[src/common/dac_override_regs.svh]
// register offsets, field positions, reset values and timing figures
// of the dac result and substitute register bank.
// assumes: included by bare name; holds definitions only.
`ifndef DAC_OVERRIDE_REGS_SVH
`define DAC_OVERRIDE_REGS_SVH

// ---------------------------------------------------------------------
// register offsets
// ---------------------------------------------------------------------
`define ADDR_TEMP_HIGH       8'h00
`define ADDR_TEMP_LOW        8'h01
`define ADDR_CHAN0_HIGH      8'h02
`define ADDR_CHAN0_LOW       8'h03
`define ADDR_CHAN1_HIGH      8'h04
`define ADDR_CHAN1_LOW       8'h05
`define ADDR_SENSOR_STATUS   8'h07
`define ADDR_SUB_CONTROL     8'h08
`define ADDR_TEMP_SUB_HIGH   8'h09
`define ADDR_TEMP_SUB_LOW    8'h0A
`define ADDR_CHAN0_SUB_HIGH  8'h0B
`define ADDR_CHAN0_SUB_LOW   8'h0C
`define ADDR_CHAN1_SUB_HIGH  8'h0D
`define ADDR_CHAN1_SUB_LOW   8'h0E

// ---------------------------------------------------------------------
// fields and reset values
// ---------------------------------------------------------------------
`define CTRL_TEMP_BIT        0
`define CTRL_DAC_BIT         1
`define CTRL_RESET           2'h0
`define CTRL_PAD             6'h00
`define UPPER_ZERO           4'h0
`define BYTE_ZERO            8'h00
`define WORD_RESET           12'h000
`define NIBBLE_RESET         4'h0
`define STATUS_NOT_READY     8'h01
`define STATUS_READY         8'h00
`define SLOT_NONE            2'h3

// ---------------------------------------------------------------------
// timing
// ---------------------------------------------------------------------
`define REF_CLK_HZ           50_000_000
`define MS_PER_S             1000
`define READY_TIMEOUT_MS     100

`endif

[src/common/dac_override_pkg.sv]
// state types of the dac result and substitute register bank.
// assumes: compiled before every design file; never imported.
package dac_override_pkg;

  typedef logic [11:0] word_t;

  // one split substitute word: pending nibble and committed word
  typedef struct packed {
    logic [3:0] pendHigh;
    word_t      word;
  } sub_word_s;

  // state of the register bank, except the substitute words held in override_word
  typedef struct packed {
    word_t       tempWord;
    word_t       result0;
    word_t       result1;
    logic [7:0]  shadowTempLow;
    word_t       shadow0;
    word_t       shadow1;
    logic        seqActive;
    logic [1:0]  pairHeld;
    logic [1:0]  control;
    logic        notReady;
    logic [31:0] readyCount;
    logic [7:0]  rdData;
    word_t       lutIndex;
    word_t       dacInput0;
    word_t       dacInput1;
  } bank_state_s;

endpackage : dac_override_pkg

[src/hdl/override_word.sv]
// one 12-bit substitute word split over a nibble and a byte register.
// assumes: write strobes are one-cycle pulses on ref_clk, never both
// high in one cycle.
`timescale 1ns/100ps
`include "dac_override_regs.svh"

module override_word (
  input  wire logic                     ref_clk,
  input  wire logic                     nrst,
  input  wire logic                     wrHigh,
  input  wire logic                     wrLow,
  input  wire logic [7:0]               wrData,
  output      dac_override_pkg::word_t  word
);

  dac_override_pkg::sub_word_s state_reg;
  dac_override_pkg::sub_word_s state_next;

  // high nibble waits; the low byte commits both halves at once, so
  // the consumer never sees half an update
  always_comb
  begin
    state_next = state_reg;
    if (wrHigh)
    begin
      state_next.pendHigh = wrData[3:0];
    end
    if (wrLow)
    begin
      state_next.word = {state_reg.pendHigh, wrData};
    end
  end

  // volatile: cleared at power-up
  always_ff @(posedge ref_clk or negedge nrst)
  begin
    if (!nrst)
    begin
      state_reg.pendHigh <= `NIBBLE_RESET;
      state_reg.word     <= `WORD_RESET;
    end
    else
    begin
      state_reg <= state_next;
    end
  end

  assign word = state_reg.word;

endmodule : override_word

[src/hdl/dac_data_override_regs.sv]
// dac result, sensor status and substitute register bank.
// assumes: the serial slave engine outside hands over byte accesses as
// one-cycle strobes on ref_clk; sensor, lookup and alu logic run on
// ref_clk too, so no input here needs a synchroniser. privilege comes
// from the access gate register, which lives outside.
//
// Behaviour
// - alu result per channel is stored and drives its dac unless overridden.
// - temp high, temp low, chan0, chan1 read in order return one sample.
// - sequence stays coherent when the temp low read is skipped.
// - 0x02 gives chan0 upper nibble in 3:0, 0x03 lower byte; read only.
// - 0x04 gives chan1 upper nibble in 3:0, 0x05 lower byte; read only.
// - status 0x07 reads nonzero after power-up, zero within 100 ms.
// - control bit 0 indexes lookup with temperature substitute word.
// - control bit 1 feeds both dacs from substitute words together.
// - upper nibble waits; lower byte write commits the whole word.
// - 0x09 temperature substitute nibble, 0x0A low byte; privileged rw.
// - 0x0B chan0 substitute nibble, 0x0C low byte; privileged rw.
// - 0x0D chan1 substitute nibble, 0x0E low byte; privileged rw.
// - control and substitute registers are volatile, zero at power-up.
// - temp high read freezes temp low for the following read.
// - substitute and control writes need the privileged access level.
`timescale 1ns/100ps
`include "dac_override_regs.svh"

module dac_data_override_regs #(
  parameter int unsigned READY_CYCLES =
    `READY_TIMEOUT_MS * (`REF_CLK_HZ / `MS_PER_S)
) (
  input  wire logic                     ref_clk,
  input  wire logic                     nrst,
  input  wire logic [7:0]               regAddr,
  input  wire logic [7:0]               regWrData,
  input  wire logic                     regWrite,
  input  wire logic                     regRead,
  output      logic [7:0]               regRdData,
  input  wire logic                     privilegedAccess,
  input  wire dac_override_pkg::word_t  sensorTemp,
  input  wire logic                     sensorValid,
  input  wire dac_override_pkg::word_t  aluResult0,
  input  wire dac_override_pkg::word_t  aluResult1,
  input  wire logic                     aluValid,
  output      dac_override_pkg::word_t  lutIndex,
  output      dac_override_pkg::word_t  dacInput0,
  output      dac_override_pkg::word_t  dacInput1,
  output      logic                     tempOverrideOn,
  output      logic                     dacOverrideOn,
  output      logic                     sensorReady
);

  // ---------------------------------------------------------------------
  // constants and helpers
  // ---------------------------------------------------------------------
  // a timeout of zero cycles makes no sense; one cycle is the floor
  localparam logic [31:0] READY_LAST =
    (READY_CYCLES > 1) ? 32'(READY_CYCLES - 1) : 32'h0000_0000;
  localparam int          SUB_COUNT  = 3;

  // upper nibble of a word, reserved bits 7:4 read as zero
  function automatic logic [7:0] highByte(
    input dac_override_pkg::word_t w
  );
    highByte = {`UPPER_ZERO, w[11:8]};
  endfunction : highByte

  // lower byte of a word, passed through unchanged
  function automatic logic [7:0] lowByte(
    input dac_override_pkg::word_t w
  );
    lowByte = w[7:0];
  endfunction : lowByte

  // which substitute word an address selects; SLOT_NONE if none
  function automatic logic [1:0] subSlot(input logic [7:0] addr);
    case (addr)
      `ADDR_TEMP_SUB_HIGH, `ADDR_TEMP_SUB_LOW:   subSlot = 2'h0;
      `ADDR_CHAN0_SUB_HIGH, `ADDR_CHAN0_SUB_LOW: subSlot = 2'h1;
      `ADDR_CHAN1_SUB_HIGH, `ADDR_CHAN1_SUB_LOW: subSlot = 2'h2;
      default:                                   subSlot = `SLOT_NONE;
    endcase
  endfunction : subSlot

  // true for the byte half of any substitute pair
  function automatic logic subIsLow(input logic [7:0] addr);
    subIsLow = (addr == `ADDR_TEMP_SUB_LOW)
            || (addr == `ADDR_CHAN0_SUB_LOW)
            || (addr == `ADDR_CHAN1_SUB_LOW);
  endfunction : subIsLow

  // ---------------------------------------------------------------------
  // write decode
  // ---------------------------------------------------------------------
  dac_override_pkg::bank_state_s state_reg;
  dac_override_pkg::bank_state_s state_next;
  dac_override_pkg::word_t       subWord [SUB_COUNT];
  logic                          wrAllowed;
  logic                          ctrlWrite;
  logic [SUB_COUNT-1:0]          subWrHigh;
  logic [SUB_COUNT-1:0]          subWrLow;
  logic [1:0]                    rdSlot;

  // writes below privilege vanish without trace; read-only addresses
  // decode to nothing, so a write there touches no state
  assign wrAllowed = regWrite && privilegedAccess;
  assign ctrlWrite = wrAllowed && (regAddr == `ADDR_SUB_CONTROL);
  // the read side decodes the slot map once per cycle
  assign rdSlot    = subSlot(regAddr);

  // ---------------------------------------------------------------------
  // substitute words
  // ---------------------------------------------------------------------
  for (genvar i = 0; i < SUB_COUNT; i++)
  begin : g_sub
    // slots 0, 1, 2: temperature, chan0, chan1
    assign subWrHigh[i] = wrAllowed && (subSlot(regAddr) == 2'(i))
                          && !subIsLow(regAddr);
    assign subWrLow[i]  = wrAllowed && (subSlot(regAddr) == 2'(i))
                          && subIsLow(regAddr);

    // each slot keeps its own pending nibble
    override_word u_word (
      .ref_clk (ref_clk),
      .nrst    (nrst),
      .wrHigh  (subWrHigh[i]),
      .wrLow   (subWrLow[i]),
      .wrData  (regWrData),
      .word    (subWord[i])
    );
  end

  // ---------------------------------------------------------------------
  // next state
  // ---------------------------------------------------------------------
  // sample capture, ready timer, control, read mux with shadowing, and
  // the data-path multiplexers all in one place
  always_comb
  begin
    state_next = state_reg;

    // sensor and alu samples; a fresh sample also proves the sensor up
    if (sensorValid)
    begin
      state_next.tempWord = sensorTemp;
      state_next.notReady = 1'b0;
    end
    // the timer halts at its limit, so a long wait never wraps it
    else if (state_reg.notReady)
    begin
      if (state_reg.readyCount >= READY_LAST)
      begin
        state_next.notReady = 1'b0;
      end
      else
      begin
        state_next.readyCount = state_reg.readyCount + 32'h0000_0001;
      end
    end

    // both results are taken in one edge, never one channel alone
    if (aluValid)
    begin
      state_next.result0 = aluResult0;
      state_next.result1 = aluResult1;
    end

    // only the two defined bits are stored; reserved bits read zero
    // 0x3 is not refused: both muxes switch, the host must avoid it
    if (ctrlWrite)
    begin
      state_next.control = regWrData[1:0];
    end

    // read mux; the answer lands in rdData at the next edge
    // reads need no privilege and never touch the substitute words
    if (regRead)
    begin
      // a lone pair snapshot serves the very next read only
      state_next.pairHeld = 2'b00;
      case (regAddr)
        `ADDR_TEMP_HIGH:
        begin
          // freeze the rest of the sequence from this very sample
          state_next.rdData        = highByte(state_reg.tempWord);
          state_next.shadowTempLow = lowByte(state_reg.tempWord);
          state_next.shadow0       = state_reg.result0;
          state_next.shadow1       = state_reg.result1;
          state_next.seqActive     = 1'b1;
        end

        // outside a sequence the live low byte is returned
        `ADDR_TEMP_LOW:
        begin
          state_next.rdData = state_reg.seqActive
                            ? state_reg.shadowTempLow
                            : lowByte(state_reg.tempWord);
        end

        `ADDR_CHAN0_HIGH:
        begin
          // outside a sequence the pair alone is kept coherent
          if (state_reg.seqActive)
          begin
            state_next.rdData = highByte(state_reg.shadow0);
          end
          else
          begin
            state_next.rdData   = highByte(state_reg.result0);
            state_next.shadow0  = state_reg.result0;
            state_next.pairHeld = 2'b01;
          end
        end

        // the low byte pairs with whichever snapshot is live
        `ADDR_CHAN0_LOW:
        begin
          state_next.rdData =
            (state_reg.seqActive || state_reg.pairHeld[0])
            ? lowByte(state_reg.shadow0)
            : lowByte(state_reg.result0);
        end

        // same scheme as channel 0
        `ADDR_CHAN1_HIGH:
        begin
          if (state_reg.seqActive)
          begin
            state_next.rdData = highByte(state_reg.shadow1);
          end
          else
          begin
            state_next.rdData   = highByte(state_reg.result1);
            state_next.shadow1  = state_reg.result1;
            state_next.pairHeld = 2'b10;
          end
        end

        `ADDR_CHAN1_LOW:
        begin
          // last register of the sequence closes it
          state_next.rdData =
            (state_reg.seqActive || state_reg.pairHeld[1])
            ? lowByte(state_reg.shadow1)
            : lowByte(state_reg.result1);
          state_next.seqActive = 1'b0;
        end

        // any read past the sequence ends it, so a stale
        // snapshot never answers a later unrelated read
        `ADDR_SENSOR_STATUS:
        begin
          state_next.rdData    = state_reg.notReady
                               ? `STATUS_NOT_READY
                               : `STATUS_READY;
          state_next.seqActive = 1'b0;
        end

        `ADDR_SUB_CONTROL:
        begin
          state_next.rdData    = {`CTRL_PAD, state_reg.control};
          state_next.seqActive = 1'b0;
        end

        default:
        begin
          // substitute words read back committed values; gaps read zero
          state_next.seqActive = 1'b0;
          if (rdSlot == `SLOT_NONE)
          begin
            state_next.rdData = `BYTE_ZERO;
          end
          else if (subIsLow(regAddr))
          begin
            state_next.rdData = lowByte(subWord[rdSlot]);
          end
          else
          begin
            state_next.rdData = highByte(subWord[rdSlot]);
          end
        end
      endcase
    end

    // data-path multiplexers; each output follows its source by one edge
    // registered, so a dac never sees a glitch from the decode above
    state_next.lutIndex  = state_reg.control[`CTRL_TEMP_BIT]
                         ? subWord[0]
                         : state_reg.tempWord;

    state_next.dacInput0 = state_reg.control[`CTRL_DAC_BIT]
                         ? subWord[1]
                         : state_reg.result0;

    state_next.dacInput1 = state_reg.control[`CTRL_DAC_BIT]
                         ? subWord[2]
                         : state_reg.result1;
  end

  // ---------------------------------------------------------------------
  // state register
  // ---------------------------------------------------------------------
  // power-up clears every volatile field; status starts at not ready
  // shadows clear too, so no snapshot outlives a reset
  always_ff @(posedge ref_clk or negedge nrst)
  begin
    if (!nrst)
    begin
      state_reg.tempWord      <= `WORD_RESET;
      state_reg.result0       <= `WORD_RESET;
      state_reg.result1       <= `WORD_RESET;
      state_reg.shadowTempLow <= `BYTE_ZERO;
      state_reg.shadow0       <= `WORD_RESET;
      state_reg.shadow1       <= `WORD_RESET;
      state_reg.seqActive     <= 1'b0;
      state_reg.pairHeld      <= 2'b00;
      state_reg.control       <= `CTRL_RESET;
      state_reg.notReady      <= 1'b1;
      state_reg.readyCount    <= 32'h0000_0000;
      state_reg.rdData        <= `BYTE_ZERO;
      state_reg.lutIndex      <= `WORD_RESET;
      state_reg.dacInput0     <= `WORD_RESET;
      state_reg.dacInput1     <= `WORD_RESET;
    end
    else
    begin
      state_reg <= state_next;
    end
  end

  // ---------------------------------------------------------------------
  // outputs
  // ---------------------------------------------------------------------
  // every output comes straight from a flop of the state register, except sensorReady, which inverts notReady
  assign regRdData      = state_reg.rdData;
  assign lutIndex       = state_reg.lutIndex;
  assign dacInput0      = state_reg.dacInput0;
  assign dacInput1      = state_reg.dacInput1;
  assign tempOverrideOn = state_reg.control[`CTRL_TEMP_BIT];
  assign dacOverrideOn  = state_reg.control[`CTRL_DAC_BIT];
  assign sensorReady    = !state_reg.notReady;

endmodule : dac_data_override_regs

[config.mk]
export PLATFORM = sky130hd
export DESIGN_NAME = dac_data_override_regs
export DESIGN_NICKNAME = d
export VERILOG_FILES = /design/src/common/dac_override_pkg.sv /design/src/hdl/override_word.sv /design/src/hdl/dac_data_override_regs.sv
export VERILOG_INCLUDE_DIRS = /design/src /design/src/common
export SDC_FILE = /design/constraint.sdc
export NUM_CORES = 1
export LEC_CHECK = 0
export BUFFER_PORTS_ARGS = -buffer_cell sky130_fd_sc_hd__buf_2
export CAP_MARGIN = 20
export CORE_AREA = 4 4 167 169
export DETAILED_ROUTE_END_ITERATION = 6
export DIE_AREA = 0 0 171 173
export PLACE_DENSITY = 0.59
export SYNTH_ARGS = -nofsm -noshare
export SYNTH_HDL_FRONTEND = slang
export SYNTH_SLANG_ARGS = --single-unit
[constraint.sdc]
create_clock -name ref_clk -period 2.1 [get_ports ref_clk]
set_clock_uncertainty 0.05 [all_clocks]
set_input_delay 0 -clock ref_clk [delete_from_list [all_inputs] [get_ports ref_clk]]
set_output_delay 0 -clock ref_clk [all_outputs]
set_load 0.005 [all_outputs]
==> impl.org <==
** Placed design
- Port Buffer Count :: around 110
- Final RePlAce weighted congestion :: around 0.86
- Summing all placed instances gives a cell area of just under 10000 µm².
- The number of placed instances, taps included, is approximately 1100.
- Detailed placement ended at an HPWL of approximately 16000 µm.

** Synth
- A synthesized cell averages approximately 13 µm².
- Async set-or-reset flop fraction in the synthesized netlist :: 100%
- Post-synthesis instance area :: approximately 9000 µm²
- After synthesis, the largest family of logic cells by area is multiplexers.
- During synthesis, Yosys emitted a total of 0 warnings.
- Part of the Yosys area used for sequential elements :: between 50 and 60%
- By area the synthesized netlist is led by sky130_fd_sc_hd__dfrtp_1 (54%), sky130_fd_sc_hd__mux2_2 (20%), sky130_fd_sc_hd__buf_4 (3.6%).
- Xor/xnor share of the synthesized area :: around 2.0%
- Number of instances in the synthesized netlist :: about 720
- Summing the areas of all fa, ha and maj instances in the mapped netlist gives less than 1% of the synthesized area.
- The synthesized design devotes to its leading area cell type roughly 54% of total area.
- Net count after synthesis :: roughly 800
- Simple-Gate Fraction of Synth Area :: 8.26%
- The synthesized design contains 0 enable-type register cells.
- Number of synthesized register bits :: around 200
- Cell type with the largest total area after synthesis :: sky130_fd_sc_hd__dfrtp_1
- Multiplexer area fraction after synthesis :: a little under a quarter
- Summing the areas of all compound-gate instances in the mapped netlist gives under 10% of the synthesized area.
- For this run, the leading register cell type out of synthesis is sky130_fd_sc_hd__dfrtp_1.
- Number of distinct library cell variants in the gate-level netlist after synthesis :: 63

** Timing
- Final critical path time including I/O delays and setup :: between 1.5 and 2 ns
- At the pin with the least slew margin, the transition time is 0.767 ns.
- Maximum operating frequency :: 0.504 GHz
- The final count of pins violating max slew was 0.
- Setup violations remaining at the end of the flow were counted as 0.
- Tightest hold margin :: 0.0608 ns
- RSZ-0062 raised after global routing :: true
- The number of failing hold endpoints at the final stage is 0.
- Measured against its own limit, the worst slew margin works out to ~49%.
- The worst path uses 94.4% of the clock period.

** Worst setup path
- Across all register-to-register paths, the minimum setup slack is 0.12 ns.
- For the worst flop-to-flop path, the logic depth is 5.
- Data arrives at the worst endpoint at ~2.3 ns.
- Data on the critical path is required at its endpoint by 2.38 ns.
- In this run the worst path has a maximum fanout of 12.
- Crit path launch type :: flip-flop
- Critical path class :: reg -> reg
- Reg2reg end :: state_reg[45]
- STA classifies the critical path endpoint as a flip-flop.
- Startpoint of the worst register-to-register path :: state_reg[54]

** Power
- The analysis attributes to cell leakage a power of a little over 5 nW.
- Total power :: roughly 8.3 mW
- Total power divided by cell area :: between 700 and 800 nW/µm²
- The worst-case IR drop observed on VDD is between 0.0005 and 0.0006 V.

** Final layout
- Layout Area Growth over Synthesis :: 21.2%
- For this run, the share of the core covered by cells in the final layout is between 40% and 50%.
- The sequential cells in the finished layout cover a total of just under 5000 µm².
- Cells with a size suffix above 1 make up between 40% and 50% of the layout.
- Post-Layout Cell Count :: about 1200
- The top cell types in the final layout, fill and taps aside, are sky130_fd_sc_hd__dfrtp_1 (197), sky130_fd_sc_hd__mux2_2 (162), sky130_fd_sc_hd__buf_2 (104).
- Number of fillers in the final layout :: roughly 2500
- 0 antenna diodes ended up in the layout.
- The multi-input combinational cells in the finished layout cover a total of 3610 µm².
- The final layout contains 909 nets.
- Leaving out fill and tap cells, the most frequent cell in the layout is sky130_fd_sc_hd__dfrtp_1.
- Fin area :: around 11000 µm²
- Flip-flop count of the largest register, all copies and words added :: ~100

** Routing
- Antenna-violating nets left :: 0
- Pre-Repair DR Iteration Count :: 4
- For this block, the routed nets add up to roughly 23000 µm of wire.
- Average wire length per cell after detail routing :: between 15 and 20 µm
- DR vias :: 6064
- Number of design rule violations left after detail routing :: 0
- For this block, the initial DRC count from the detailed router was ~430.
- Avg Vias per Cell :: between 5 and 6

** Floorplanning
- The region available for standard cell placement spans ~27000 µm².
- In this run the core area contains 60 standard-cell rows.
- Pin placement for this block handled 106 I/O pins.
- Die area :: ~30000 µm²
- The die is about 170 µm wide.
- Initial Util :: approximately 34%
- The die is between 150 and 200 µm tall.

** Min path
- Launch point of the worst hold path :: sensorValid
- Type of the most critical hold path :: in -> reg
- Hold Crit Endpoint :: state_reg[138]
- Cells on Worst Hold Path :: 3

** Job
- Max-cap violations in this run came to 0.

** Outcome
- The run finished with clean final reports.

** GRT
- Initial antenna violation count :: 0
- In the global route stage, overall resource usage came out at roughly 16%.
- Summed over all layers, the global routing overflow is 0.
- Number of global-route vias before repair :: approximately 6200
- Wire length of the first global-routing pass :: 35700 µm
- Entering global routing, the biggest net connects 64 pins.

** Clocking
- TritonCTS buffer count :: 17
- TritonCTS built the clock tree.
- In this run the clock root is driven by a sky130_fd_sc_hd__clkbuf_16.
- The H-tree was split into 4 levels.
- Clock-pin slew was measured on the worst setup and hold paths at 0.08 ns.
- TritonCTS sink count :: slightly below 200
- The clock reaches the later pin of the worst-skew pair after roughly 0.44 ns.
- In this run the deepest clock path goes through 2 buffers.
area by class of cell:
class / count / share of cell area [%]
Multi-Input combinational cell: 428 / 32.8
Timing Repair Buffer: 196 / 12.5
Inverter: 8 / 0.273
Sequential cell: 198 / 45.1
Clock buffer: 17 / 3.87
Clock inverter: 15 / 1.64
Tap cell: 341 / 3.88
cell families (layout without fill, tap and decap cells):
family                     after synthesis  after routing
DFF                                    198            198
adders and majority gates                1              1
buffers and inverters                   96            236
AOI/OAI and AO/OA                       82             82
muxes                                  186            186
and+or+nand+nor                        138            138
xor gates and xnor gates                21             21
worst max-delay path, cell delays in order (launching register included):
cell and delay (ns):
sky130_fd_sc_hd__dfrtp_1 0.43, sky130_fd_sc_hd__a2111oi_4 0.37, sky130_fd_sc_hd__o211ai_1 0.16, sky130_fd_sc_hd__a311oi_2 0.35, sky130_fd_sc_hd__buf_6 0.20, sky130_fd_sc_hd__mux2_4 0.30
worst max path at each step:
stage                  startpoint  cells after the start  slack, ns       endpoint
detailed placement  state_reg[54]                      5      -0.05  state_reg[45]
finish              state_reg[54]                      5       0.12  state_reg[45]
CTS                 state_reg[54]                      5       0.04  state_reg[45]
global placement       regAddr[5]                      6      -0.05   regRdData[1]
global route        state_reg[54]                      6      -0.04  state_reg[59]
floorplan           state_reg[81]                      5       0.06   regRdData[0]
power by group:
part,internal [mW],total (mW),switching (mW)
clock,1.72,3.35,1.64
sequential,4.03,4.18,0.154
combinational,0.423,0.807,0.384
total,6.17,8.34,2.17
cell usage after synthesis (all sizes together) (5+ instances only):
cell / n
dfrtp: 197
mux2: 164
buf: 58
nand2: 33
clkbuf: 30
nor2: 26
mux2i: 22
xnor2: 18
a21oi: 15
nand3: 15
o21ai: 14
nand4: 13
nor2b: 12
a211oi: 10
nor3: 9
a31oi: 8
inv: 8
o22ai: 7
nor4: 6
and3: 5
metal layers:
metal	GRT usage, %	vias up	routed length [µm]
met1	21.6	3092	10500
met2	25.8	143	11200
met3	2.86	17	943
li1	-	2812	-
met4	3.30	0	249
met5	0	-	0
metrics by stage:
stage	worst slack, ns	setup TNS [ns]
4_1_cts	0.0363	0
3_5_place_dp	-0.0516	-0.0849
3_3_place_gp	-0.0465	-0.0465
6_report	0.117	0
2_1_floorplan	0.0640	0
5_1_grt	-0.0419	-0.0931
timing repair:
item,in CTS,in global routing
hold endpoints to repair,275,0
setup endpoints to repair,4,13
resized for setup,1,4
hold buffers,46,0
buffers inserted,0,2
pin swaps,0,1
Power figures use the tool's default switching activity.
